$ cat src/design/ibc_ctl1_defs.vh
// constants for the control-one slice of the two-wire bus controller
// assumes a 32-bit classic wishbone slave port with byte selects
`ifndef IBC_CTL1_DEFS_VH
`define IBC_CTL1_DEFS_VH

// ------------------------------------------------------------
// register offsets (byte addresses)
// ------------------------------------------------------------
`define IBC_OFS_CONTROL_ONE 8'h00
`define IBC_OFS_SLICE_STATUS 8'h40

// ------------------------------------------------------------
// reset value and writable-bit mask
// ------------------------------------------------------------
`define IBC_RST_CONTROL_ONE 16'h0000
`define IBC_WRITABLE_MASK 16'hBFFB

// ------------------------------------------------------------
// control-one field positions
// ------------------------------------------------------------
`define IBC_B_ENABLE 0
`define IBC_B_PERSONALITY 1
`define IBC_B_ROLE 3
`define IBC_B_ARP_EN 4
`define IBC_B_CHK_UNIT 5
`define IBC_B_GEN_CALL 6
`define IBC_B_NO_STRETCH 7
`define IBC_B_START 8
`define IBC_B_STOP 9
`define IBC_B_ACK_EN 10
`define IBC_B_ACK_POS 11
`define IBC_B_CHK_XFER 12
`define IBC_B_ALERT 13
`define IBC_B_SOFT_RST 15

// ------------------------------------------------------------
// slice status field positions
// ------------------------------------------------------------
`define IBC_S_ENGAGED 0
`define IBC_S_BUS_BUSY 1
`define IBC_S_CHK_INVALID 2
`define IBC_S_STRETCHING 3
`define IBC_S_HELD_ACK 4

// ------------------------------------------------------------
// address answers
// ------------------------------------------------------------
`define IBC_ADDR_GEN_CALL 7'h00
`define IBC_ADDR_ALERT_RESP 7'h0C
`define IBC_ADDR_SMB_HOST 7'h08
`define IBC_ADDR_SMB_DEVICE 7'h61

`endif

$ cat src/design/ibc_sync.v
// two-flop synchroniser for pin inputs, one stage pair per bit
// assumes the inputs are asynchronous to clk_i
module ibc_sync #(
   parameter WIDTH = 2
) (
   input wire clk_i,
   input wire rst_i,
   input wire [WIDTH-1:0] async_i,
   output wire [WIDTH-1:0] sync_o
);
   // ------------------------------------------------------------
   // per-bit stages
   // ------------------------------------------------------------
   genvar g;
   generate
      for (g = 0; g < WIDTH; g = g + 1) begin : g_bit
         reg stage_a;
         reg stage_b;
         // idle bus lines rest high, so reset to one
         always @(posedge clk_i) begin
            if (rst_i) begin
               stage_a <= 1'b1;
               stage_b <= 1'b1;
            end else begin
               stage_a <= async_i[g];
               stage_b <= stage_a;
            end
         end
         assign sync_o[g] = stage_b;
      end
   endgenerate
endmodule // ibc_sync

$ cat src/design/ibc_addr_match.v
// decides whether a received 7-bit address is to be acknowledged
// assumes own address comes from the address register outside this slice
`include "ibc_ctl1_defs.vh"
module ibc_addr_match (
   input wire [6:0] rx_addr_i,
   input wire [6:0] own_addr_i,
   input wire general_call_enable_i,
   input wire smbus_personality_i,
   input wire smbus_role_i,
   input wire address_resolution_enable_i,
   input wire alert_assert_i,
   output reg hit_o
);
   // ------------------------------------------------------------
   // answer decision
   // ------------------------------------------------------------
   // smbus-only addresses are ignored in plain i2c personality
   always @* begin
      hit_o = (rx_addr_i == own_addr_i);
      if (rx_addr_i == `IBC_ADDR_GEN_CALL) begin
         hit_o = general_call_enable_i;
      end else if (smbus_personality_i && rx_addr_i == `IBC_ADDR_ALERT_RESP) begin
         hit_o = alert_assert_i;
      end else if (smbus_personality_i && address_resolution_enable_i) begin
         if (!smbus_role_i && rx_addr_i == `IBC_ADDR_SMB_DEVICE) begin
            hit_o = 1'b1;
         end else if (smbus_role_i && rx_addr_i == `IBC_ADDR_SMB_HOST) begin
            hit_o = 1'b1;
         end
      end
   end
endmodule // ibc_addr_match

$ cat src/design/ibc_ctl1.v
// control-one register slice of the two-wire bus controller with its steering logic
// assumes the protocol engine runs on clk_i and gives one-cycle event pulses
//
// Operation
// control register at offset zero, every bit zero after reset
// soft-reset bit holds the controller in reset; software checks idle first
// software may soft-reset when busy is stuck without a stop
// alert bit drives alert pin low and acks alert response address
// checksum bit cleared after checksum byte, start, stop or disable
// arbitration loss marks the running checksum invalid
// ack position picks current or next byte for ack and checksum
// software uses ack position only for two-byte reception, set beforehand
// software clears ack enable only after address flag cleared
// software sets checksum after ack position during address stretch
// ack enable acks each received byte; cleared when disabled
// stop request: master sends stop, slave releases lines; cleared on stop
// smbus timeout sets stop request by hardware
// software avoids writing while start, stop or checksum bits pending
// start request makes a start; cleared when sent or disabled
// slave stretches clock while data not ready unless no-stretch set
// general call bit decides ack of address zero
// address resolution answers device or host address by role bit
// enable cleared mid-transfer finishes then clears all control bits; soft-reset bit 15 is kept
// master software never clears enable during communication
// reserved bits 14 and 2 written as zero
// bit 1 selects i2c or smbus; bit 5 switches checksum unit
// registers accept 16-bit and 32-bit accesses
`include "ibc_ctl1_defs.vh"
module ibc_ctl1 #(
   parameter ADDR_W = 8
) (
   input wire clk_i,
   input wire rst_i,
   // wishbone slave
   input wire cyc_i,
   input wire stb_i,
   input wire we_i,
   input wire [ADDR_W-1:0] adr_i,
   input wire [3:0] sel_i,
   input wire [31:0] dat_i,
   output reg [31:0] dat_o,
   output reg ack_o,
   // pins
   input wire scl_i,
   input wire sda_i,
   output reg scl_o,
   output reg scl_oe_n_o,
   output reg alert_o,
   output reg alert_oe_n_o,
   // protocol engine side
   input wire master_mode_i,
   input wire comm_active_i,
   input wire start_sent_i,
   input wire chk_done_i,
   input wire timeout_i,
   input wire arb_lost_i,
   input wire byte_rx_i,
   input wire addr_valid_i,
   input wire [6:0] rx_addr_i,
   input wire [6:0] own_addr_i,
   input wire address_matched_flag_i,
   input wire byte_finished_flag_i,
   output reg core_reset_o,
   output reg core_enable_o,
   output reg smbus_mode_o,
   output reg chk_unit_on_o,
   output reg start_gen_o,
   output reg stop_gen_o,
   output reg release_lines_o,
   output reg ack_byte_o,
   output reg chk_byte_o,
   output reg chk_valid_o,
   output reg addr_ack_o
);
   // ------------------------------------------------------------
   // declarations
   // ------------------------------------------------------------
   reg [15:0] bus_control_one;
   reg [15:0] next_bus_control_one;
   reg held_ack;
   reg held_chk;
   reg chk_invalid;
   reg bus_busy;
   reg scl_prev;
   reg sda_prev;
   wire [1:0] pins_sync;
   wire scl_s;
   wire sda_s;
   wire start_seen;
   wire stop_seen;
   wire addr_hit;
   wire soft_rst;
   wire engaged;
   wire disabled_idle;
   wire wr_ctl;
   wire bus_req;
   wire stretch;
   wire [15:0] slice_status;

   // ------------------------------------------------------------
   // helpers
   // ------------------------------------------------------------
   // address compare used by read and write decode
   function hit_reg;
      input [ADDR_W-1:0] a;
      input [7:0] ofs;
      begin
         hit_reg = ({8'h00, a} == {{ADDR_W{1'b0}}, ofs});
      end
   endfunction

   // merges write data into a 16-bit register under the two low selects
   function [15:0] lane_merge;
      input [15:0] cur;
      input [31:0] wd;
      input [3:0] sel;
      begin
         lane_merge = cur;
         if (sel[0]) begin
            lane_merge[7:0] = wd[7:0];
         end
         if (sel[1]) begin
            lane_merge[15:8] = wd[15:8];
         end
      end
   endfunction

   // ------------------------------------------------------------
   // pin synchronisers and line condition detect
   // ------------------------------------------------------------
   ibc_sync #(
      .WIDTH(2)
   ) u_sync (
      .clk_i(clk_i),
      .rst_i(rst_i),
      .async_i({sda_i, scl_i}),
      .sync_o(pins_sync)
   );
   assign scl_s = pins_sync[0];
   assign sda_s = pins_sync[1];

   // data edge while clock high marks start or stop
   assign start_seen = scl_s && scl_prev && sda_prev && !sda_s;
   assign stop_seen = scl_s && scl_prev && !sda_prev && sda_s;

   always @(posedge clk_i) begin
      if (rst_i) begin
         scl_prev <= 1'b1;
         sda_prev <= 1'b1;
      end else begin
         scl_prev <= scl_s;
         sda_prev <= sda_s;
      end
   end

   // ------------------------------------------------------------
   // address answer
   // ------------------------------------------------------------
   ibc_addr_match u_match (
      .rx_addr_i(rx_addr_i),
      .own_addr_i(own_addr_i),
      .general_call_enable_i(bus_control_one[`IBC_B_GEN_CALL]),
      .smbus_personality_i(bus_control_one[`IBC_B_PERSONALITY]),
      .smbus_role_i(bus_control_one[`IBC_B_ROLE]),
      .address_resolution_enable_i(bus_control_one[`IBC_B_ARP_EN]),
      .alert_assert_i(bus_control_one[`IBC_B_ALERT]),
      .hit_o(addr_hit)
   );

   // ------------------------------------------------------------
   // status terms
   // ------------------------------------------------------------
   assign soft_rst = bus_control_one[`IBC_B_SOFT_RST];
   // a cleared enable keeps the engine running until the transfer ends
   assign engaged = !soft_rst && (bus_control_one[`IBC_B_ENABLE] || comm_active_i);
   assign disabled_idle = !bus_control_one[`IBC_B_ENABLE] && !comm_active_i;
   assign bus_req = cyc_i && stb_i && !ack_o;
   assign wr_ctl = bus_req && we_i && hit_reg(adr_i, `IBC_OFS_CONTROL_ONE);
   assign stretch = engaged && !master_mode_i && !bus_control_one[`IBC_B_NO_STRETCH] &&
                    (address_matched_flag_i || byte_finished_flag_i);
   assign slice_status = {11'h000, held_ack, stretch, chk_invalid, bus_busy, engaged};

   // ------------------------------------------------------------
   // control register next value
   // ------------------------------------------------------------
   // order: hardware clears, then software write, then hardware sets,
   // so a set landing in the same cycle as a clear is kept
   always @* begin
      next_bus_control_one = bus_control_one;
      if (start_sent_i) begin
         next_bus_control_one[`IBC_B_START] = 1'b0;
      end
      if (stop_seen) begin
         next_bus_control_one[`IBC_B_STOP] = 1'b0;
      end
      if (chk_done_i || start_seen || stop_seen) begin
         next_bus_control_one[`IBC_B_CHK_XFER] = 1'b0;
      end
      if (disabled_idle) begin
         // enable dropped and transfer over: everything but soft reset clears
         next_bus_control_one = bus_control_one & 16'h8000;
         next_bus_control_one[`IBC_B_ALERT] = 1'b0;
         next_bus_control_one[`IBC_B_CHK_XFER] = 1'b0;
         next_bus_control_one[`IBC_B_ACK_POS] = 1'b0;
         next_bus_control_one[`IBC_B_ACK_EN] = 1'b0;
         next_bus_control_one[`IBC_B_START] = 1'b0;
      end
      if (soft_rst) begin
         next_bus_control_one[`IBC_B_NO_STRETCH] = 1'b0;
      end
      if (wr_ctl) begin
         // 16-bit or 32-bit access; reserved bits stay zero
         next_bus_control_one = lane_merge(next_bus_control_one, dat_i, sel_i)
                                & `IBC_WRITABLE_MASK;
      end
      if (timeout_i && !soft_rst) begin
         next_bus_control_one[`IBC_B_STOP] = 1'b1;
      end
   end

   // ------------------------------------------------------------
   // control register
   // ------------------------------------------------------------
   always @(posedge clk_i) begin
      if (rst_i) begin
         bus_control_one <= `IBC_RST_CONTROL_ONE;
      end else begin
         bus_control_one <= next_bus_control_one;
      end
   end

   // ------------------------------------------------------------
   // wishbone answer
   // ------------------------------------------------------------
   // one wait state: ack comes the edge after the request is seen;
   // unmapped offsets still ack and read as zero, so no master hangs
   always @(posedge clk_i) begin
      if (rst_i) begin
         ack_o <= 1'b0;
         dat_o <= 32'h0000_0000;
      end else begin
         ack_o <= bus_req;
         if (bus_req && !we_i) begin
            if (hit_reg(adr_i, `IBC_OFS_CONTROL_ONE)) begin
               dat_o <= {16'h0000, bus_control_one};
            end else if (hit_reg(adr_i, `IBC_OFS_SLICE_STATUS)) begin
               dat_o <= {16'h0000, slice_status};
            end else begin
               dat_o <= 32'h0000_0000;
            end
         end
      end
   end

   // ------------------------------------------------------------
   // bus busy and checksum validity tracking
   // ------------------------------------------------------------
   always @(posedge clk_i) begin
      if (rst_i || soft_rst) begin
         bus_busy <= 1'b0;
         chk_invalid <= 1'b0;
      end else begin
         if (start_seen) begin
            bus_busy <= 1'b1;
         end else if (stop_seen) begin
            bus_busy <= 1'b0;
         end
         // invalid until the next start restarts the calculation
         if (arb_lost_i) begin
            chk_invalid <= 1'b1;
         end else if (start_seen) begin
            chk_invalid <= 1'b0;
         end
      end
   end

   // ------------------------------------------------------------
   // ack and checksum position hold
   // ------------------------------------------------------------
   // with position set, the decision made now targets the following byte,
   // so the value at each byte end is held for the next one
   always @(posedge clk_i) begin
      if (rst_i || soft_rst) begin
         held_ack <= 1'b0;
         held_chk <= 1'b0;
      end else if (addr_valid_i || byte_rx_i) begin
         held_ack <= bus_control_one[`IBC_B_ACK_EN];
         held_chk <= bus_control_one[`IBC_B_CHK_XFER];
      end
   end

   // ------------------------------------------------------------
   // outputs to the engine
   // ------------------------------------------------------------
   always @(posedge clk_i) begin
      if (rst_i) begin
         core_reset_o <= 1'b1;
         core_enable_o <= 1'b0;
         smbus_mode_o <= 1'b0;
         chk_unit_on_o <= 1'b0;
         start_gen_o <= 1'b0;
         stop_gen_o <= 1'b0;
         release_lines_o <= 1'b0;
         ack_byte_o <= 1'b0;
         chk_byte_o <= 1'b0;
         chk_valid_o <= 1'b0;
         addr_ack_o <= 1'b0;
      end else begin
         core_reset_o <= soft_rst;
         core_enable_o <= engaged;
         smbus_mode_o <= bus_control_one[`IBC_B_PERSONALITY];
         chk_unit_on_o <= bus_control_one[`IBC_B_CHK_UNIT];
         start_gen_o <= engaged && bus_control_one[`IBC_B_START];
         stop_gen_o <= engaged && master_mode_i && bus_control_one[`IBC_B_STOP];
         release_lines_o <= engaged && !master_mode_i && bus_control_one[`IBC_B_STOP];
         if (bus_control_one[`IBC_B_ACK_POS]) begin
            ack_byte_o <= engaged && held_ack;
            chk_byte_o <= engaged && bus_control_one[`IBC_B_CHK_UNIT] && held_chk;
         end else begin
            ack_byte_o <= engaged && bus_control_one[`IBC_B_ACK_EN];
            chk_byte_o <= engaged && bus_control_one[`IBC_B_CHK_UNIT] &&
                          bus_control_one[`IBC_B_CHK_XFER];
         end
         chk_valid_o <= bus_control_one[`IBC_B_CHK_UNIT] && !chk_invalid;
         addr_ack_o <= engaged && addr_hit;
      end
   end

   // ------------------------------------------------------------
   // pin drivers
   // ------------------------------------------------------------
   // open-drain: output data is always low, enable low means driving
   always @(posedge clk_i) begin
      if (rst_i) begin
         scl_o <= 1'b0;
         scl_oe_n_o <= 1'b1;
         alert_o <= 1'b0;
         alert_oe_n_o <= 1'b1;
      end else begin
         scl_o <= 1'b0;
         scl_oe_n_o <= !stretch;
         alert_o <= 1'b0;
         alert_oe_n_o <= !bus_control_one[`IBC_B_ALERT];
      end
   end
endmodule // ibc_ctl1

$ cat config.mk
export PLATFORM = sky130hd
export DESIGN_NAME = ibc_ctl1
export DESIGN_NICKNAME = d
export VERILOG_FILES = /design/src/design/ibc_sync.v /design/src/design/ibc_addr_match.v /design/src/design/ibc_ctl1.v
export VERILOG_INCLUDE_DIRS = /design/src /design/src/design
export SDC_FILE = /design/constraint.sdc
export NUM_CORES = 1
export LEC_CHECK = 0
export BUFFER_PORTS_ARGS = -buffer_cell sky130_fd_sc_hd__buf_2
export CAP_MARGIN = 30
export CORE_ASPECT_RATIO = 0.75
export CORE_UTILIZATION = 45
export DETAILED_ROUTE_END_ITERATION = 8
export GPL_TIMING_DRIVEN = 0
export HOLD_SLACK_MARGIN = 0.1
export PLACE_DENSITY = 0.8
export SLEW_MARGIN = 30
export SYNTH_ARGS = -nofsm -noshare
export SYNTH_HDL_FRONTEND = slang
export SYNTH_SLANG_ARGS = --single-unit
$ cat constraint.sdc
create_clock -name clk_i -period 3.1 [get_ports clk_i]
set_clock_uncertainty 0.2 [all_clocks]
set_input_delay 0.465 -clock clk_i [delete_from_list [all_inputs] [get_ports clk_i]]
set_output_delay 0.465 -clock clk_i [all_outputs]
set_load 0.005 [all_outputs]
# Word-level counts from Yosys, hierarchy flattened
# Index checks and enable logic that the tools add are counted.
[totals]
register_bits = 72
output_inout_bits = 48
word_cells = 109
in_bits = 75
[classes]
mux = 22
n_eq_ne = 5
reduce_logical = 55
[ops]
columns = ["operator", "n"]
rows = [
  ["$mux W16", 2],
  ["$logic_and A1 B1 Y1", 31],
  ["$mux W1", 16],
  ["$mux W8", 2],
  ["$mux W15", 1],
  ["$eq A7 B4 Y1 const B", 2],
  ["$logic_not A1 Y1", 13],
  ["$eq A8 B7 Y1 const B", 1],
  ["$logic_not A8 Y1", 1],
  ["$eq A7 B7 Y1", 1],
  ["$eq A7 B7 Y1 const B", 1],
  ["$logic_not A7 Y1", 1],
  ["$logic_or A1 B1 Y1", 6],
  ["$mux W5", 1],
  ["$reduce_bool A2 Y1", 2],
  ["$reduce_or A2 Y1", 1],
]

# Depth between registers and ports, before layout
[depth]
depth_word = 11
mapped_depth = 6
ltp_nobuf = 4

# Hierarchy
# A second synthesis with hierarchy kept.
[hier_totals]
hier_cells = 248
area_unflattened_um2 = 2283.4
[by_module_without_submodules]
columns = ["mod", "cells_each", "seq_area_each_um2", "area_each_um2", "instances"]
rows = [
  ["ibc_ctl1", 217, 1001.0, 2006.9, 1],
  ["ibc_addr_match", 21, 0.0, 156.4, 1],
  ["ibc_sync", 10, 80.1, 120.1, 1],
]

# Worst setup path after synthesis
# Ideal clock, no wire load.
[synth_timing]
path_kind = "input port to flip-flop"
startpoint = "in adr_i[2]"
endpoint = "reg dat_o[3]"
required_ps = 2829
setup_ps = 71
stages = 4
t_arrival_ps = 1772
slack_ps = 1057
n_path_buf = 0
path_cell_list = "or4_4 > or4_1 > a211o_1 > a21oi_1"
[synth_via]
elab_chain_cells = 3
word_cells_on_any_way = 4
classes_between = "eq/ne (1); mux (2); reduce/logical (1)"
[synth_lines]
columns = ["element", "line", "rtl"]
rows = [
  ["from (decl)", "ibc_ctl1.v:38", "input wire [ADDR_W-1:0] adr_i,"],
  ["$eq A8 B7 Y1", "ibc_ctl1.v:108", "hit_reg = ({8'h00, a} == {{ADDR_W{1'b0}}, ofs});"],
  ["$mux W5", "ibc_ctl1.v:246", "end else if (hit_reg(adr_i, `IBC_OFS_SLICE_STATUS)) begin"],
  ["$mux W16 *", "ibc_ctl1.v:244", "if (hit_reg(adr_i, `IBC_OFS_CONTROL_ONE)) begin"],
  ["to (signal assigned)", "ibc_ctl1.v:245", "dat_o <= {16'h0000, bus_control_one};"],
  ["to (signal assigned)", "ibc_ctl1.v:247", "dat_o <= {16'h0000, slice_status};"],
  ["to (decl)", "ibc_ctl1.v:41", "output reg [31:0] dat_o,"],
]
# Mark *: on every way between the ends. The rest lies on a longest branch, timed or not.
# A chain may end at the register's enable or synchronous reset.

# Final worst setup path
[layout_timing]
startpoint = "in adr_i[6]"
endpoint = "reg bus_control_one[15]"
[layout_via]
elab_chain_cells = 3
[layout_lines]
columns = ["element", "line", "rtl"]
rows = [
  ["$logic_not A8 Y1", "ibc_ctl1.v:108", ""],
  ["$logic_and A1 B1 Y1", "ibc_ctl1.v:178", "assign wr_ctl = bus_req && we_i && hit_reg(adr_i, `IBC_OFS_CONTROL_ONE);"],
  ["$mux W16", "ibc_ctl1.v:211", "if (wr_ctl) begin"],
  ["to (signal assigned)", "ibc_ctl1.v:226", "bus_control_one <= `IBC_RST_CONTROL_ONE;"],
  ["to (signal assigned)", "ibc_ctl1.v:228", "bus_control_one <= next_bus_control_one;"],
  ["to (decl)", "ibc_ctl1.v:78", "reg [15:0] bus_control_one;"],
]
# Every way passes these cells.

==> flow_summary.yaml <==
run_status:
  status: "completed"
synth:
  syn_avg_cell_area_um2: 8.98
  async_flop_share_pct: 0
  synth_edf_count: 0
  ys_warn_count: 0
  synth-adder-area-share_pct: 0
  synthMuxAreaShare_pct: 3.23
  synth_top_family_by_area: "simple AND/OR/NAND/NOR gates"
  synth-simple-area-share_pct: 24.4
  synth_top_area_share_pct: 48.2
  synth_area_mm2: 0.00232
  synth.distinct_cells: 42
  synth-xor-area-share_pct: 3.01
  yosysTopAreaCell: "dfxtp_1"
  yosysSeqAreaShare_pct: 48.2
  ys_ff_latch: 56
  synthCells: 259
  synth.area.top_cells: "dfxtp_1 (48%), buf_4 (5.8%), a21oi_1 (5.4%)"
  ys.flop_type: "dfxtp_1"
  synth_compound_area_share_pct: 12.7
finish:
  final_nets: 441
  final_cell_count_no_fill: 427
  area_delta_synth_final_pct: 28.6
  stdcell_area_mm2: 0.00299
  fill_cells: 452
  drive_gt1_share_pct: 33.5
  mostFrequentLayoutCells: "buf_2 (84), dfxtp_1 (56), a21oi_1 (25)"
  n_antenna_cell: 0
  mostFrequentLayoutCell: "buf_2"
place:
  gp_congestion: 0.834
  io_buffer_count: 83
  dpl-instance-area_mm2: 0.00288
  hpwl_um: 4390
  placed_cells: 419
power:
  leakagePower_nw: 1.32
  power.density_mw_per_mm2: 444
  irDropWorstVdd_v: 0.000229
cts:
  clkSinkCount: 56
  clk_path_buf_depth: 2
  cts_tree: "yes"
  cts_setup_buffers: 0
  numCtsBuffers: 5
  cts-htree-levels: 2
  path_clk_slew_ns: 0.10
  clockRootBuffer: "clkbuf_8"
  postCtsHoldBufs: 0
  ctsResizeCount: 0
  clock_latency_ns: 0.31
global_routing:
  antenna_found_initial: 0
  grtUsageTotal_pct: 20.9
  grt_first_pass_wirelength_um: 8830
  grt_max_degree: 18
  grt_pass1_vias: 1922
  grt_overflow: 0
sta:
  worst_pin_slew_ns: 0.642
  fin_setup_tns_ns: 0
  hold_slack_ns: 0.131
  finalCritPeriodShare_pct: 66.1
  setup_viol: 0
  relSlewSlack_pct: 56.8
  period_needed_ns: 2.05
  hold_viol_final: 0
  slew_viol_final: 0
  fmax_ghz: 0.488
  rsz0062_at_grt: "false"
floorplanning:
  die_height_um: 64.2
  io_pins: 123
  die_w_um: 85.0
  core_area_mm2: 0.00493
  design.die.area_mm2: 0.00546
  initial_utilization_pct: 47.2
  core.rowCount: 22
routing:
  via_per_inst: 5.17
  wl_um: 5610
  drc_errors: 0
  drt_pass1_iterations: 4
  drt_iter0_markers: 118
  wl_per_cell_um: 13.1
  vias: 2209
  antenna_left: 0
setup_path:
  cp.required_ns: 3.09
  reg2reg_from: "ack_o"
  critPathLaunchType: "input port"
  critPathTopFamily: "simple AND/OR/NAND/NOR gates"
  criticalPathCategory: "in2reg"
  slowest_delay_ns: 0.54
  path_buf_inv: 2
  cp_max_fo: 9
  end_kind: "flop"
  cp.arrival_ns: 2.04
  crit_slowest_cell: "nor4_1"
  path_cells: "clkbuf_1 > nor4_1 > and4_1 > clkbuf_1 > mux2i_1 > nor2_1"
  startpoint: "adr_i[6]"
  crit_top_cell: "clkbuf_1"
flow_run:
  maxCapViolCount: 0
hold_path:
  hp-class: "in2reg"
  min-delay-start: "master_mode_i"
-- layer usage --
metal	vias up	wire length (um)	GRT usage, %
li1	1096	-	-
met1	994	2540	28.4
met2	110	2490	33.2
met3	9	505	4.26
met4	0	72	6.99
met5	-	0	0
-- logic make-up (layout without fill, tap and decap cells) --
kind of cell / count (synthesis) / in the layout
DFF: 56 / 56
muxes: 7 / 7
other: 1 / 18
buffers and inverters: 33 / 124
AOI/OAI and AO/OA: 48 / 48
and+or+nand+nor: 106 / 106
xor gates and xnor gates: 8 / 8
-- flip-flops by register name, indices dropped and copies added, names as in the netlist, 2 cells and up, named ones only --
register and count:
dat_o 16, bus_control_one 15, u_sync.g_bit.stage_a 2, u_sync.g_bit.stage_b 2
-- cell usage after synthesis (all sizes together) (4+ instances only) --
| cell | instances |
|---|---|
| nand4 | 4 |
| nor4 | 4 |
| clkbuf | 11 |
| buf | 19 |
| nor2 | 23 |
| xor2 | 5 |
| dfxtp | 56 |
| mux2 | 4 |
| nand3 | 16 |
| or2 | 8 |
| nor2b | 4 |
| a21oi | 25 |
| a22oi | 11 |
| nand2 | 21 |
| or4 | 4 |
-- stage by stage --
stage / total power [mW] / setup slack, ns / utilization, %
finish: 1.33 / 1.05 / 60.7
global route: 1.38 / 0.885 / 60.7
floorplan: 0.814 / 1.06 / -
CTS: 1.33 / 1.08 / 60.7
detailed placement: 0.873 / 0.743 / 58.4
global placement: 0.871 / 0.767 / 58.4
-- layout make-up --
| class | count | area [um2] | share of cell area [%] |
|---|---|---|---|
| Buffer | 30 | 181 | 6.07 |
| Clock buffer | 5 | 68.8 | 2.30 |
| Clock inverter | 3 | 42.5 | 1.42 |
| Inverter | 3 | 11.3 | 0.377 |
| Multi-Input combinational cell | 187 | 1070 | 35.9 |
| Sequential cell | 56 | 1120 | 37.5 |
| Tap cell | 60 | 75.1 | 2.51 |
| Timing Repair Buffer | 83 | 415 | 13.9 |
-- power by group --
part | total, mW | switching (mW) | internal [mW]
logic | 0.125 | 0.0633 | 0.0621
registers | 0.733 | 0.00526 | 0.728
clock network | 0.470 | 0.231 | 0.239
-- final timing paths --
check                       endpoint  slack (ns)  depth (start not counted)
min reg2reg  u_sync.g_bit[1].stage_b        0.22                          1
max              bus_control_one[15]        1.05                          6
min                  release_lines_o        0.13                          2
max reg2reg                 dat_o[2]        1.25                          5
(Power assumes the default switching activity.)
